[config.mk]
export PLATFORM = sky130hd
export DESIGN_NAME = eta_tx_abort
export DESIGN_NICKNAME = d
export VERILOG_FILES = /design/src/design/eta_pkg.sv /design/src/design/eta_tx_abort.sv
export SDC_FILE = /design/constraint.sdc
export NUM_CORES = 1
export LEC_CHECK = 0
export ABC_AREA = 1
export BUFFER_PORTS_ARGS = -buffer_cell sky130_fd_sc_hd__clkbuf_2
export CAP_MARGIN = 20
export CORE_MARGIN = 3
export CORE_UTILIZATION = 45
export CTS_CLUSTER_DIAMETER = 80
export DETAILED_ROUTE_END_ITERATION = 12
export GPL_TIMING_DRIVEN = 0
export PLACE_DENSITY_LB_ADDON = 0.2
export RECOVER_POWER = 25
export SYNTH_ARGS = -nofsm -noshare
export SYNTH_HDL_FRONTEND = slang
export SYNTH_SLANG_ARGS = --single-unit
[constraint.sdc]
create_clock -name clk -period 1.85 [get_ports clk]
set_clock_uncertainty 0.05 [all_clocks]
set_input_delay 0.185 -clock clk [delete_from_list [all_inputs] [get_ports clk]]
set_output_delay 0.185 -clock clk [all_outputs]
set_load 0.02 [all_outputs]
[src/design/eta_pkg.sv]
// Package: constants and types of the transmit-abort status block
package eta_pkg;

    // ------------------------------------------------------------
    // Register offsets (byte addresses)
    // ------------------------------------------------------------
    localparam logic [7:0] ETA_OFS_TX_STATUS = 8'h00;
    localparam logic [7:0] ETA_OFS_EVT_STAT  = 8'h04;
    localparam logic [7:0] ETA_OFS_EVT_MASK  = 8'h08;
    localparam logic [7:0] ETA_OFS_CONFIG    = 8'h0c;

    // ------------------------------------------------------------
    // Transmit status word field positions
    // ------------------------------------------------------------
    localparam int ETA_TS_OK       = 15;
    localparam int ETA_TS_UNDERRUN = 9;
    localparam int ETA_TS_OVERSIZE = 8;
    localparam int ETA_TS_UNUSED   = 7;

    // ------------------------------------------------------------
    // Event status / mask field positions
    // ------------------------------------------------------------
    localparam int ETA_EV_DONE     = 0;
    localparam int ETA_EV_UNDERRUN = 1;
    localparam int ETA_EV_OVERSIZE = 2;
    localparam int ETA_EV_W        = 3;

    // ------------------------------------------------------------
    // Configuration field positions
    // ------------------------------------------------------------
    localparam int ETA_CF_HUGE = 0;
    localparam int ETA_CF_DMA  = 1;

    // ------------------------------------------------------------
    // Reset values and limits
    // ------------------------------------------------------------
    localparam logic [31:0]         ETA_TS_RESET   = 32'h0000_0000;
    localparam logic [ETA_EV_W-1:0] ETA_EV_RESET   = 3'h0;
    localparam logic [1:0]          ETA_CF_RESET   = 2'h0;
    localparam int                  ETA_MAX_FRAME  = 1518;
    localparam int                  ETA_CNT_W      = 12;

    // ------------------------------------------------------------
    // Types
    // ------------------------------------------------------------
    typedef enum logic [1:0] {
        ST_IDLE,
        ST_SEND,
        ST_FLUSH
    } eta_state_type;

    // Signals from the transmit datapath and FIFO
    typedef struct packed {
        logic frame_start;     // First byte of a frame about to leave
        logic byte_take;       // Medium takes one byte this cycle
        logic frame_end;       // Last byte left normally
        logic fifo_empty;      // FIFO holds no data
        logic fifo_last_in;    // Last word of the frame is in the FIFO
        logic fifo_below_half; // FIFO at or below half full
        logic flush_done;      // FIFO finished discarding
    } eta_tx_side_type;

endpackage

[src/design/eta_tx_abort.sv]
// Module: transmit-abort status logic for FIFO underrun and oversize frames
`timescale 1ns/10ps
// ----------------------------------------------------------------
// Summary of operation
// - A byte request from the medium while the FIFO is dry mid-frame aborts and sets bit 9.
// - After an underrun abort the rest of the frame is flushed from the FIFO by hardware.
// - The buffer-done flag is set whenever the underrun bit becomes set.
// - A frame past 1518 bytes aborts unless huge frames are allowed, setting bit 8, or bit 9 if byte 1519 also underruns.
// - After an oversize abort the frame is flushed from the FIFO by hardware.
// - The buffer-done flag is set whenever the oversize bit becomes set.
// - Holding-empty and FIFO-half flags rise only once the flush is over.
// - Bit 7 of the transmit status word always reads zero.
// - The status word loads at frame end or abort, setting buffer-done at that moment.
// - In DMA mode the low 16 status bits are written to the descriptor status slot.
// ----------------------------------------------------------------
module eta_tx_abort (
    input  wire logic                     clk,
    input  wire logic                     rstn,
    input  wire logic [7:0]               reg_addr,
    input  wire logic [31:0]              reg_wdata,
    input  wire logic                     reg_wr,
    input  wire logic                     reg_rd,
    output logic [31:0]                   reg_rdata,
    input  wire eta_pkg::eta_tx_side_type tx_side,
    output logic                          fifo_flush,
    output logic                          tx_abort,
    output logic                          tx_holding_empty_flag,
    output logic                          tx_fifo_half_flag,
    output logic                          tx_buffer_done,
    output logic [15:0]                   descriptor_status_slot,
    output logic                          descriptor_status_wr,
    output logic                          irq
);
    import eta_pkg::*;

    eta_state_type          state_reg;
    eta_state_type          state_next;
    logic [ETA_CNT_W-1:0]   count_reg;
    logic [31:0]            status_reg;
    logic [ETA_EV_W-1:0]    evt_reg;
    logic [ETA_EV_W-1:0]    mask_reg;
    logic [1:0]             cfg_reg;
    logic                   underrun_hit;
    logic                   oversize_hit;
    logic                   good_end;
    logic                   complete;
    logic [31:0]            status_new;

    // ------------------------------------------------------------
    // Register decode
    // ------------------------------------------------------------
    // True when a strobe addresses the given register offset
    function automatic logic addr_hit(input logic       strobe,
                                      input logic [7:0] addr,
                                      input logic [7:0] ofs);
        return strobe && (addr == ofs);
    endfunction

    // ------------------------------------------------------------
    // Abort detection
    // ------------------------------------------------------------
    // Medium asks for data the feeder has not delivered yet
    assign underrun_hit = (state_reg == ST_SEND) && tx_side.byte_take
                          && tx_side.fifo_empty && !tx_side.fifo_last_in;
    // The byte being taken would be number 1519 or beyond
    assign oversize_hit = (state_reg == ST_SEND) && tx_side.byte_take
                          && (count_reg >= ETA_CNT_W'(ETA_MAX_FRAME))
                          && !cfg_reg[ETA_CF_HUGE] && !underrun_hit;
    assign good_end     = (state_reg == ST_SEND) && tx_side.frame_end
                          && !underrun_hit && !oversize_hit;
    assign tx_abort     = underrun_hit || oversize_hit;
    assign complete     = tx_abort || good_end;

    // ------------------------------------------------------------
    // Frame state machine
    // ------------------------------------------------------------
    // Next state: aborts go through a flush before the FIFO is ready
    always_comb begin
        state_next = state_reg;
        unique case (state_reg)
            ST_IDLE: begin
                if (tx_side.frame_start) begin
                    state_next = ST_SEND;
                end
            end
            ST_SEND: begin
                if (tx_abort) begin
                    state_next = ST_FLUSH;
                end else if (good_end) begin
                    state_next = ST_IDLE;
                end
            end
            ST_FLUSH: begin
                if (tx_side.flush_done) begin
                    state_next = ST_IDLE;
                end
            end
        endcase
    end

    // State register
    always_ff @(posedge clk or negedge rstn) begin
        if (!rstn) begin
            state_reg <= ST_IDLE;
        end else begin
            state_reg <= state_next;
        end
    end

    // Byte counter of the frame in flight, saturating
    always_ff @(posedge clk or negedge rstn) begin
        if (!rstn) begin
            count_reg <= '0;
        end else if (state_reg == ST_IDLE) begin
            count_reg <= '0;
        end else if (tx_side.byte_take && (count_reg != '1)) begin
            count_reg <= count_reg + ETA_CNT_W'(1);
        end
    end

    // ------------------------------------------------------------
    // FIFO side outputs
    // ------------------------------------------------------------
    // Flush runs until the FIFO reports it empty of the frame
    assign fifo_flush            = (state_reg == ST_FLUSH);
    // Ready flags held low during the flush
    assign tx_holding_empty_flag = (state_reg != ST_FLUSH) && tx_side.fifo_empty;
    assign tx_fifo_half_flag     = (state_reg != ST_FLUSH) && tx_side.fifo_below_half;

    // ------------------------------------------------------------
    // Transmit status word and descriptor copy
    // ------------------------------------------------------------
    // Outcome of the frame ending now; bit 7 and all other bits stay zero
    always_comb begin
        status_new                  = '0;
        status_new[ETA_TS_OK]       = good_end;
        status_new[ETA_TS_UNDERRUN] = underrun_hit;
        status_new[ETA_TS_OVERSIZE] = oversize_hit;
    end

    // Whole word is rewritten at every completion, so no abort bit goes stale
    always_ff @(posedge clk or negedge rstn) begin
        if (!rstn) begin
            status_reg <= ETA_TS_RESET;
        end else if (complete) begin
            status_reg <= status_new;
        end
    end

    // Descriptor status slot written in DMA mode with the new word
    always_ff @(posedge clk or negedge rstn) begin
        if (!rstn) begin
            descriptor_status_slot <= '0;
            descriptor_status_wr   <= 1'b0;
        end else begin
            descriptor_status_wr <= complete && cfg_reg[ETA_CF_DMA];
            if (complete && cfg_reg[ETA_CF_DMA]) begin
                descriptor_status_slot <= status_new[15:0];
            end
        end
    end

    // ------------------------------------------------------------
    // Event status, mask, configuration and interrupt
    // ------------------------------------------------------------
    // Sticky events; a new event wins over a write-one clear
    always_ff @(posedge clk or negedge rstn) begin
        if (!rstn) begin
            evt_reg <= ETA_EV_RESET;
        end else begin
            evt_reg <= (evt_reg & ~(addr_hit(reg_wr, reg_addr, ETA_OFS_EVT_STAT)
                                    ? reg_wdata[ETA_EV_W-1:0] : ETA_EV_RESET))
                       | {oversize_hit, underrun_hit, complete};
        end
    end

    // Software-written mask and configuration
    always_ff @(posedge clk or negedge rstn) begin
        if (!rstn) begin
            mask_reg <= ETA_EV_RESET;
            cfg_reg  <= ETA_CF_RESET;
        end else begin
            if (addr_hit(reg_wr, reg_addr, ETA_OFS_EVT_MASK)) begin
                mask_reg <= reg_wdata[ETA_EV_W-1:0];
            end
            if (addr_hit(reg_wr, reg_addr, ETA_OFS_CONFIG)) begin
                cfg_reg <= reg_wdata[1:0];
            end
        end
    end

    assign tx_buffer_done = evt_reg[ETA_EV_DONE];
    assign irq            = |(evt_reg & mask_reg);

    // Read data one cycle after the strobe; unmapped reads zero
    always_ff @(posedge clk or negedge rstn) begin
        if (!rstn) begin
            reg_rdata <= '0;
        end else if (reg_rd) begin
            unique case (reg_addr)
                ETA_OFS_TX_STATUS: reg_rdata <= status_reg;
                ETA_OFS_EVT_STAT:  reg_rdata <= {29'h0, evt_reg};
                ETA_OFS_EVT_MASK:  reg_rdata <= {29'h0, mask_reg};
                ETA_OFS_CONFIG:    reg_rdata <= {30'h0, cfg_reg};
                default:           reg_rdata <= '0;
            endcase
        end else begin
            reg_rdata <= '0;
        end
    end
endmodule

# Word-level counts from Yosys, hierarchy flattened
# Cells that the tools add are included.
# totals
regBits,61
inputBits,51
out_inout_bits,55
elab_cells,62
# classes
add_sub_neg,1
magnitude_cmp,1
eq_ne,10
mux,10
bitwise,4
reduce_logical,27
# op_table
op,n
$pmux 16 s4,1
$mux 32,1
$mux 12,2
$eq 8x4->1 const B,2
$logic_and 1x1->1,16
$add 12x1->12 const B,1
$ge 12x11->1 const B,1
$ne 12x12->1 const B,1
$eq 8x3->1 const B,1
$logic_not 8->1,1
$mux 2,4
$and 3x3->3,2
$ne 2x2->1 const B,3
$pmux 2 s3,1
$logic_not 1->1,4
$mux 3,1
$ne 3x3->1 const B,1
$not 3->3,1
$or 3x3->3,1
$reduce_and 3->1,1
$reduce_or 3->1,1
$eq 2x1->1 const B,1
$eq 2x2->1 const B,1
$logic_not 2->1,1
other kinds (2),3

# Longest topological paths before layout
# Gate-level depths: netlist of run 1.
# logic_depth
depth_word,11
mapped_depth,12

# Least setup slack after synthesis of run 1
# OpenSTA, ideal clock, no wires.
# synth_path
path_kind,flip-flop to flip-flop
start,register count_reg[0]
end,register count_reg[11]
setup_ns,0.119
arrival_ns,1.383
path_slack_ns,0.297
stages_incl_launch_ff,13
n_path_buf,0
period_less_slack_ns,1.553
path_cell_list,dfrtp_1 -> ha_1 -> inv_1 -> nor2_4 -> nand2_2 -> nor2_4 -> nand2_2 -> nand2_4 -> inv_4 -> nor2_8 -> inv_4 -> nand2_2 -> o21ai_2
# synth_between
elab_chain_cells,3
elab_cells_between_ends,6
# synth_rtl
element,line_no,rtl
start: declaration,eta_tx_abort.sv:38,logic [ETA_CNT_W-1:0] count_reg;
start signal: assignment,eta_tx_abort.sv:117,count_reg <= count_reg + ETA_CNT_W'(1);
$add 12x1->12 / $ne 12x12->1 (equally long branches),"eta_tx_abort.sv:117, eta_tx_abort.sv:116",
$mux 12 / $logic_and 1x1->1 (equally long branches),eta_tx_abort.sv:116,end else if (tx_side.byte_take && (count_reg != '1)) begin
$mux 12 / $reduce_bool 2->1 (equally long branches),-,
# Parallel ways exist; a longest one is shown, timed or not. The select of a mux whose other input is x is not followed.
# A chain may end at the register's enable or synchronous reset.

# Final worst setup path of run 1
# Ends and elaborated chain as after synthesis.

==> results.yml, run 1 <==
status:
  status: "complete, no violations"
synth:
  synth_top_cells_by_count: "nand2_1, buf_4, dfrtp_1"
  synthFlopType: "dfrtp_1"
  synth-seq-cells: 35
  synthDistinctLibCells: 27
  avgSynthCellArea_sq_um: 7.84
  async_reset_ff_frac: 1.00
  yosys.area.top_type: "dfrtp_1"
  syn_area_sq_um: 2140
  ys_warn_count: 0
  ys_seq_area_frac: 0.409
  syn_inst: 273
  synth.most_common_cell: "nand2_1"
  synth_top_area_frac: 0.409
  synth_area_leaders: "dfrtp_1, buf_4, nand2_1"
  synth_edf_count: 0
timing:
  setup_slack_ns: 0.0742
  setup_violations: 0
  fin_crit_ns: 1.78
  min_period_over_period: 0.960
  hold_viol: 0
  worst_slew_pin_slew_ns: 0.879
  max_slew_margin: 0.414
  rsz0062_at_grt: "yes"
  final_max_slew_viol_count: 0
  setup_tns_ns: 0
  fmax_ghz: 0.563
power_and_ir_drop:
  power.density_nw_per_um2: 907
  switching_share: 0.327
  share_comb_of_total_power: 0.314
  irDropWorstVdd_uv: 672
  total_power_mw: 2.52
  power.internal_mw: 1.70
  p_sw_uw: 824
  power.share.clock: 0.325
  p_leak_nw: 1.50
  seqPwrFrac: 0.361
run:
  drv_cap: 0
cells_and_area:
  largest_reg_flops: 12
  n_fill_cell: 411
  stdcell_area_sq_um: 2780
  syn_to_final_growth_pct: 30.0
  fin_util: 0.622
  fin_nets: 423
  drive_gt1_frac: 0.299
  n_antenna_cell: 0
die:
  core_region_area_sq_um: 4470
  boundaryPins: 106
  die_width_um: 75.0
  die_area_sq_um: 5620
  initial_utilization: 0.478
  die_y_um: 75.0
  num_rows: 24
worst_setup_path:
  crit_path_max_incr_delay_ns: 0.39
  critPathMaxFanout: 9
  critPathSlowestCell: "dfrtp_2"
  critPathArrivalTime_ns: 1.91
  worstPathRequired_ns: 1.98
  cp_top_family: "simple AND/OR/NAND/NOR gates"
  worstSetupStartpointType: "flop"
  path_common_cell: "nand2_2"
  path_buf_inv: 4
  path_cells: "buf_6 > ha_1 > inv_1 > nor2_4 > nand2_2 > nor2_4 > nand2_2 > nand2_4 > inv_6 > nor2_8 > inv_4 > nand2_2 > o21ai_2"
  worstSetupPathType: "reg -> reg"
  cp-end-kind: "flop"
drt:
  num_vias: 1876
  drtIter0Drc: 84
  drtAntennaViolNets: 0
  drc: 0
  drt-total-wl_mm: 4.46
  vias_per_cell: 4.47
  wl_per_cell_um: 10.6
  dr.pass1.iters: 4
cts:
  clk_pin_slew_worst_paths_ns: 0.07
  clock_path_buffers: 2
  cts_tree: "built"
  clk_latency_ns: 0.29
  cts_sinks: 35
  clockRootBuffer: "clkbuf_8"
  htree_levels: 2
  numCtsBuffers: 5
global_route:
  grt_usage: 0.161
  grt_first_pass_wirelength_mm: 6.85
  grt_max_degree: 36
  grt_pass1_vias: 1539
  antenna_found_initial: 0
  gr-total-overflow: 0
place:
  placed_area_sq_um: 2530
  port-buffer-count: 37
  dp_slack_ns: 0.0259
  dpl.hpwl_mm: 3.37
  gp_congestion: 0.877
worst_hold_path:
  hp-class: "in -> reg"
[per-stage QoR]
step / cells / hold slack (ns)
2_1_floorplan: 311 / -0.161
3_3_place_gp: 400 / 0.293
3_5_place_dp: 400 / 0.294
4_1_cts: 411 / 0.0429
5_1_grt: 420 / 0.0594
6_report: 420 / 0.0440
[metal layers]
layer	vias to the layer above	GRT usage	routed length, um
met5	-	0	0
met4	0	0.0514	51
met3	6	0.0467	356
met2	72	0.234	1980
met1	817	0.231	2070
li1	981	-	-
[cell type report]
type	instances	area, sq um	share of cell area
plain buffers	39	293	0.105
clock buffers	6	72.6	0.0261
clock inverters	2	60.1	0.0216
inverters	36	146	0.0526
multi-input cells	201	990	0.356
flip-flops and latches	35	878	0.316
well taps	52	65.1	0.0234
repair buffers	49	277	0.0994
[kinds of logic after synthesis]
logic type | after synthesis | synth area share
simple gates | 125 | 0.270
buf+inv | 75 | 0.202
flops | 35 | 0.409
compound gates | 30 | 0.0795
fa+ha+maj | 5 | 0.0292
xor+xnor | 2 | 0.00819
other cells | 1 | 0.00175
[worst register-to-register path: stages, from the launching register on]
cell and delay [ns]:
dfrtp_2 0.39, buf_6 0.12, ha_1 0.15, inv_1 0.08, nor2_4 0.10, nand2_2 0.08, nor2_4 0.14, nand2_2 0.07
nand2_4 0.13, inv_6 0.07, nor2_8 0.12, inv_4 0.06, nand2_2 0.07, o21ai_2 0.04
[worst paths after layout]
| path | startpoint | to | slack, ns | cells past startpoint |
|---|---|---|---|---|
| max | count_reg[0] | count_reg[11] | 0.07 | 13 |
| min | reg_rd | reg_rdata[0] | 0.04 | 3 |
| max reg2reg | count_reg[0] | count_reg[11] | 0.07 | 13 |
| min reg2reg | status_reg[8] | reg_rdata[8] | 0.44 | 2 |
| max in group asynchronous | rstn | count_reg[1] | 0.65 | 2 |
| min in group asynchronous | rstn | reg_rdata[0] | 0.50 | 2 |
[power groups by stage]
stage	clock [mW]	sequential (mW)	combinational (mW)
floorplan	0	0.938	0.493
global placement	0	0.937	0.652
detailed placement	0	0.937	0.656
CTS	0.830	0.913	0.700
global route	0.873	0.921	0.888
finish	0.820	0.911	0.791
[layout by cell type, fill, tap and decap left out]
| master | netlist | final |
|---|---|---|
| nor4_1 | 2 | 3 |
| nand2_4 | 1 | 1 |
| inv_1 | 33 | 30 |
| o21ai_2 | 3 | 3 |
| clkinvlp_4 | 0 | 1 |
| clkbuf_2 | 0 | 25 |
| dlygate4sd3_1 | 0 | 1 |
| a21oi_1 | 6 | 6 |
| nor3_2 | 0 | 1 |
| nor2_2 | 0 | 2 |
| inv_6 | 0 | 1 |
| clkbuf_1 | 0 | 12 |
| nor2_8 | 1 | 1 |
| a2bb2oi_1 | 1 | 1 |
| bufinv_16 | 0 | 2 |
| nand2_1 | 58 | 55 |
| o22ai_1 | 1 | 1 |
| and3_1 | 1 | 1 |
| buf_4 | 39 | 49 |
| nand4_1 | 4 | 4 |
| a31oi_1 | 1 | 1 |
| clkbuf_8 | 0 | 6 |
| nor3_1 | 7 | 6 |
| dfrtp_1 | 35 | 33 |
| buf_6 | 0 | 1 |
| nand2_2 | 4 | 7 |
| nand3_1 | 19 | 19 |
| o31ai_1 | 1 | 1 |
| inv_2 | 0 | 3 |
| nor2_1 | 25 | 23 |
| nor2_4 | 2 | 2 |
| conb_1 | 1 | 39 |
| xor2_1 | 2 | 2 |
| o21ai_0 | 17 | 17 |
| inv_4 | 2 | 1 |
| ha_2 | 0 | 2 |
| dfrtp_2 | 0 | 2 |
| ha_1 | 5 | 3 |
[timing repair]
action	4_1_cts	5_1_grt
setup endpoints to repair	1	10
setup buffers	2	9
hold buffers	1	0
endpoints found under the hold margin	35	0
resized for setup	5	13
pin swaps	0	5
(Power assumes the default switching activity.)
==> inputs of run 2 (changes only) <==
--- a/config.mk
+++ b/config.mk
@@ -13,7 +13,7 @@
 export CTS_CLUSTER_DIAMETER = 80
 export DETAILED_ROUTE_END_ITERATION = 12
 export GPL_TIMING_DRIVEN = 0
-export PLACE_DENSITY_LB_ADDON = 0.2
+export PLACE_DENSITY = 0.84
 export RECOVER_POWER = 25
 export SYNTH_ARGS = -nofsm -noshare
 export SYNTH_HDL_FRONTEND = slang
==> results.yml, run 2 (synthesized netlist as in run 1, its figures left out) <==
status:
  status: "complete, no violations"
power_and_ir_drop:
  power.density_nw_per_um2: 836
  irDropWorstVdd_uv: 465
  power.share.clock: 0.246
  switching_share: 0.376
  seqPwrFrac: 0.409
  p_sw_uw: 842
  power.internal_mw: 1.40
  share_comb_of_total_power: 0.346
  p_leak_nw: 1.45
worst_setup_path:
  critPathSlowestCell: "dfrtp_1"
  cp_top_family: "flip-flops"
  worstSetupStartpointType: "flop"
  critical_path.reg2reg.startpoint: "count_reg[0]"
  worstSetupPathType: "reg -> out"
  r2r_end: "count_reg[11]"
  cp-end-kind: "primary output"
  worstPathRequired_ns: 1.62
  path_cells: "inv_1 > ha_2 > nand2_1 > nor3_2 > inv_2 > nand2_2 > buf_6"
  critPathArrivalTime_ns: 1.61
  critPathMaxFanout: 7
  reg2reg_depth: 13
  rrSetupSlack_ns: 0.08
  path_buf_inv: 3
  crit_path_max_incr_delay_ns: 0.41
cts:
  clk_pin_slew_worst_paths_ns: 0.08
  cts_tree: "built"
  clk_latency_ns: 0.29
  clock_path_buffers: 2
  numCtsBuffers: 5
  htree_levels: 2
  cts_sinks: 35
  clockRootBuffer: "clkbuf_8"
worst_hold_path:
  hold_path_depth: 3
  hold_start: "reg_rd"
  hp-class: "in -> reg"
  hold_end: "reg_rdata[0]"
timing:
  setup_violations: 0
  fin_crit_ns: 1.84
  hold_viol: 0
  worst_slew_pin_slew_ns: 0.850
  min_period_over_period: 0.996
  fmax_ghz: 0.543
  setup_slack_ns: 0.00783
  final_max_slew_viol_count: 0
  max_slew_margin: 0.433
  rsz0062_at_grt: "yes"
  whs_ns: 0.0512
global_route:
  grt_max_degree: 36
  grt_usage: 0.160
  grt_first_pass_wirelength_mm: 7.00
  gr-total-overflow: 0
  antenna_found_initial: 0
  grt_pass1_vias: 1661
drt:
  wl_per_cell_um: 11.1
  vias_per_cell: 4.64
  dr.pass1.iters: 4
  drc: 0
  drt-total-wl_mm: 4.59
  num_vias: 1922
  drtAntennaViolNets: 0
  drtIter0Drc: 147
cells_and_area:
  final_cells: 414
  syn_to_final_growth_pct: 25.1
  n_fill_cell: 406
  stdcell_area_sq_um: 2680
  fin_nets: 417
  layout_common_cells: "nand2_1, buf_4, conb_1"
  largest_reg_flops: 12
  layout_commonest_cell: "nand2_1"
  drive_gt1_frac: 0.290
  n_antenna_cell: 0
die:
  die_y_um: 75.0
  boundaryPins: 106
  core_region_area_sq_um: 4470
  initial_utilization: 0.478
  die_width_um: 75.0
  num_rows: 24
  die_area_sq_um: 5620
place:
  placed_area_sq_um: 2530
  dpl.hpwl_mm: 3.46
  place_inst: 400
  dp_slack_ns: -0.0661
  port-buffer-count: 37
  gp_congestion: 0.910
run:
  drv_cap: 0
[run 2: cell count changes in the layout (fill, tap and decap cells not counted)]
| cell | before | now |
|---|---|---|
| buf_4 | 49 | 44 |
| bufinv_16 | 2 | 0 |
| clkinv_2 | 0 | 2 |
| clkbuf_8 | 6 | 5 |
| inv_1 | 30 | 29 |
| inv_2 | 3 | 4 |
| inv_4 | 1 | 2 |
| inv_6 | 1 | 0 |
[run 2: worst max-delay path by stage]
stage / startpoint / endpoint / slack [ns] / cells after the start
final: state_reg[1] / tx_abort / 0.008 / 7
after CTS: count_reg[0] / tx_abort / -0.03 / 9
after global placement: state_reg[0] / state_reg[1] / 0.04 / 7
after global routing: state_reg[1] / tx_abort / -0.09 / 7
after detailed placement: state_reg[0] / state_reg[1] / -0.07 / 8
after floorplan: count_reg[0] / count_reg[11] / 0.30 / 12
[run 2: layer usage]
layer	wire (um)	track usage	vias up
met5	0	0	-
met4	58	0.0573	0
met3	360	0.0427	8
met2	2270	0.259	78
met1	1900	0.207	868
li1	-	-	968
[run 2: area by class of cell]
class / instances / area (sq um) / share of cell area
inverters: 36 / 141 / 0.0528
multi-input cells: 201 / 990 / 0.370
flip-flops and latches: 35 / 878 / 0.328
clock buffers: 6 / 72.6 / 0.0271
plain buffers: 39 / 293 / 0.109
clock inverters: 2 / 12.5 / 0.00467
repair buffers: 43 / 225 / 0.0841
well taps: 52 / 65.1 / 0.0243
[run 2: worst register-to-register path, delay by kind of cell, from the launching register on]
kind                       cells  cell delay (ns)
AOI/OAI and AO/OA              1             0.05
adders and majority gates      1             0.14
buffers and inverters          4             0.35
DFF                            1             0.37
and+or+nand+nor                7             0.70
[run 2: timing repair]
action	CTS	global route
endpoints found under the hold margin	35	0
pin swaps	0	2
resized for setup	5	13
endpoints found under the setup margin	3	8
cloned	0	0
setup buffers	1	4
hold buffers	1	0
[run 2: power by group through the flow]
| stage | Sequential [mW] | Combinational, mW | Clock, mW |
|---|---|---|---|
| 2_1_floorplan | 0.938 | 0.493 | 0 |
| 3_3_place_gp | 0.936 | 0.645 | 0 |
| 3_5_place_dp | 0.939 | 0.675 | 0 |
| 4_1_cts | 0.912 | 0.717 | 0.564 |
| 5_1_grt | 0.925 | 0.862 | 0.597 |
| 6_report | 0.916 | 0.774 | 0.550 |
[run 2: per-stage QoR]
stage / total power, mW / utilization / TNS [ns]
4_1_cts: 2.19 / 0.591 / -0.0335
5_1_grt: 2.38 / 0.598 / -0.153
3_3_place_gp: 1.58 / 0.566 / 0
2_1_floorplan: 1.43 / - / 0
3_5_place_dp: 1.61 / 0.566 / -0.124
6_report: 2.24 / 0.598 / 0
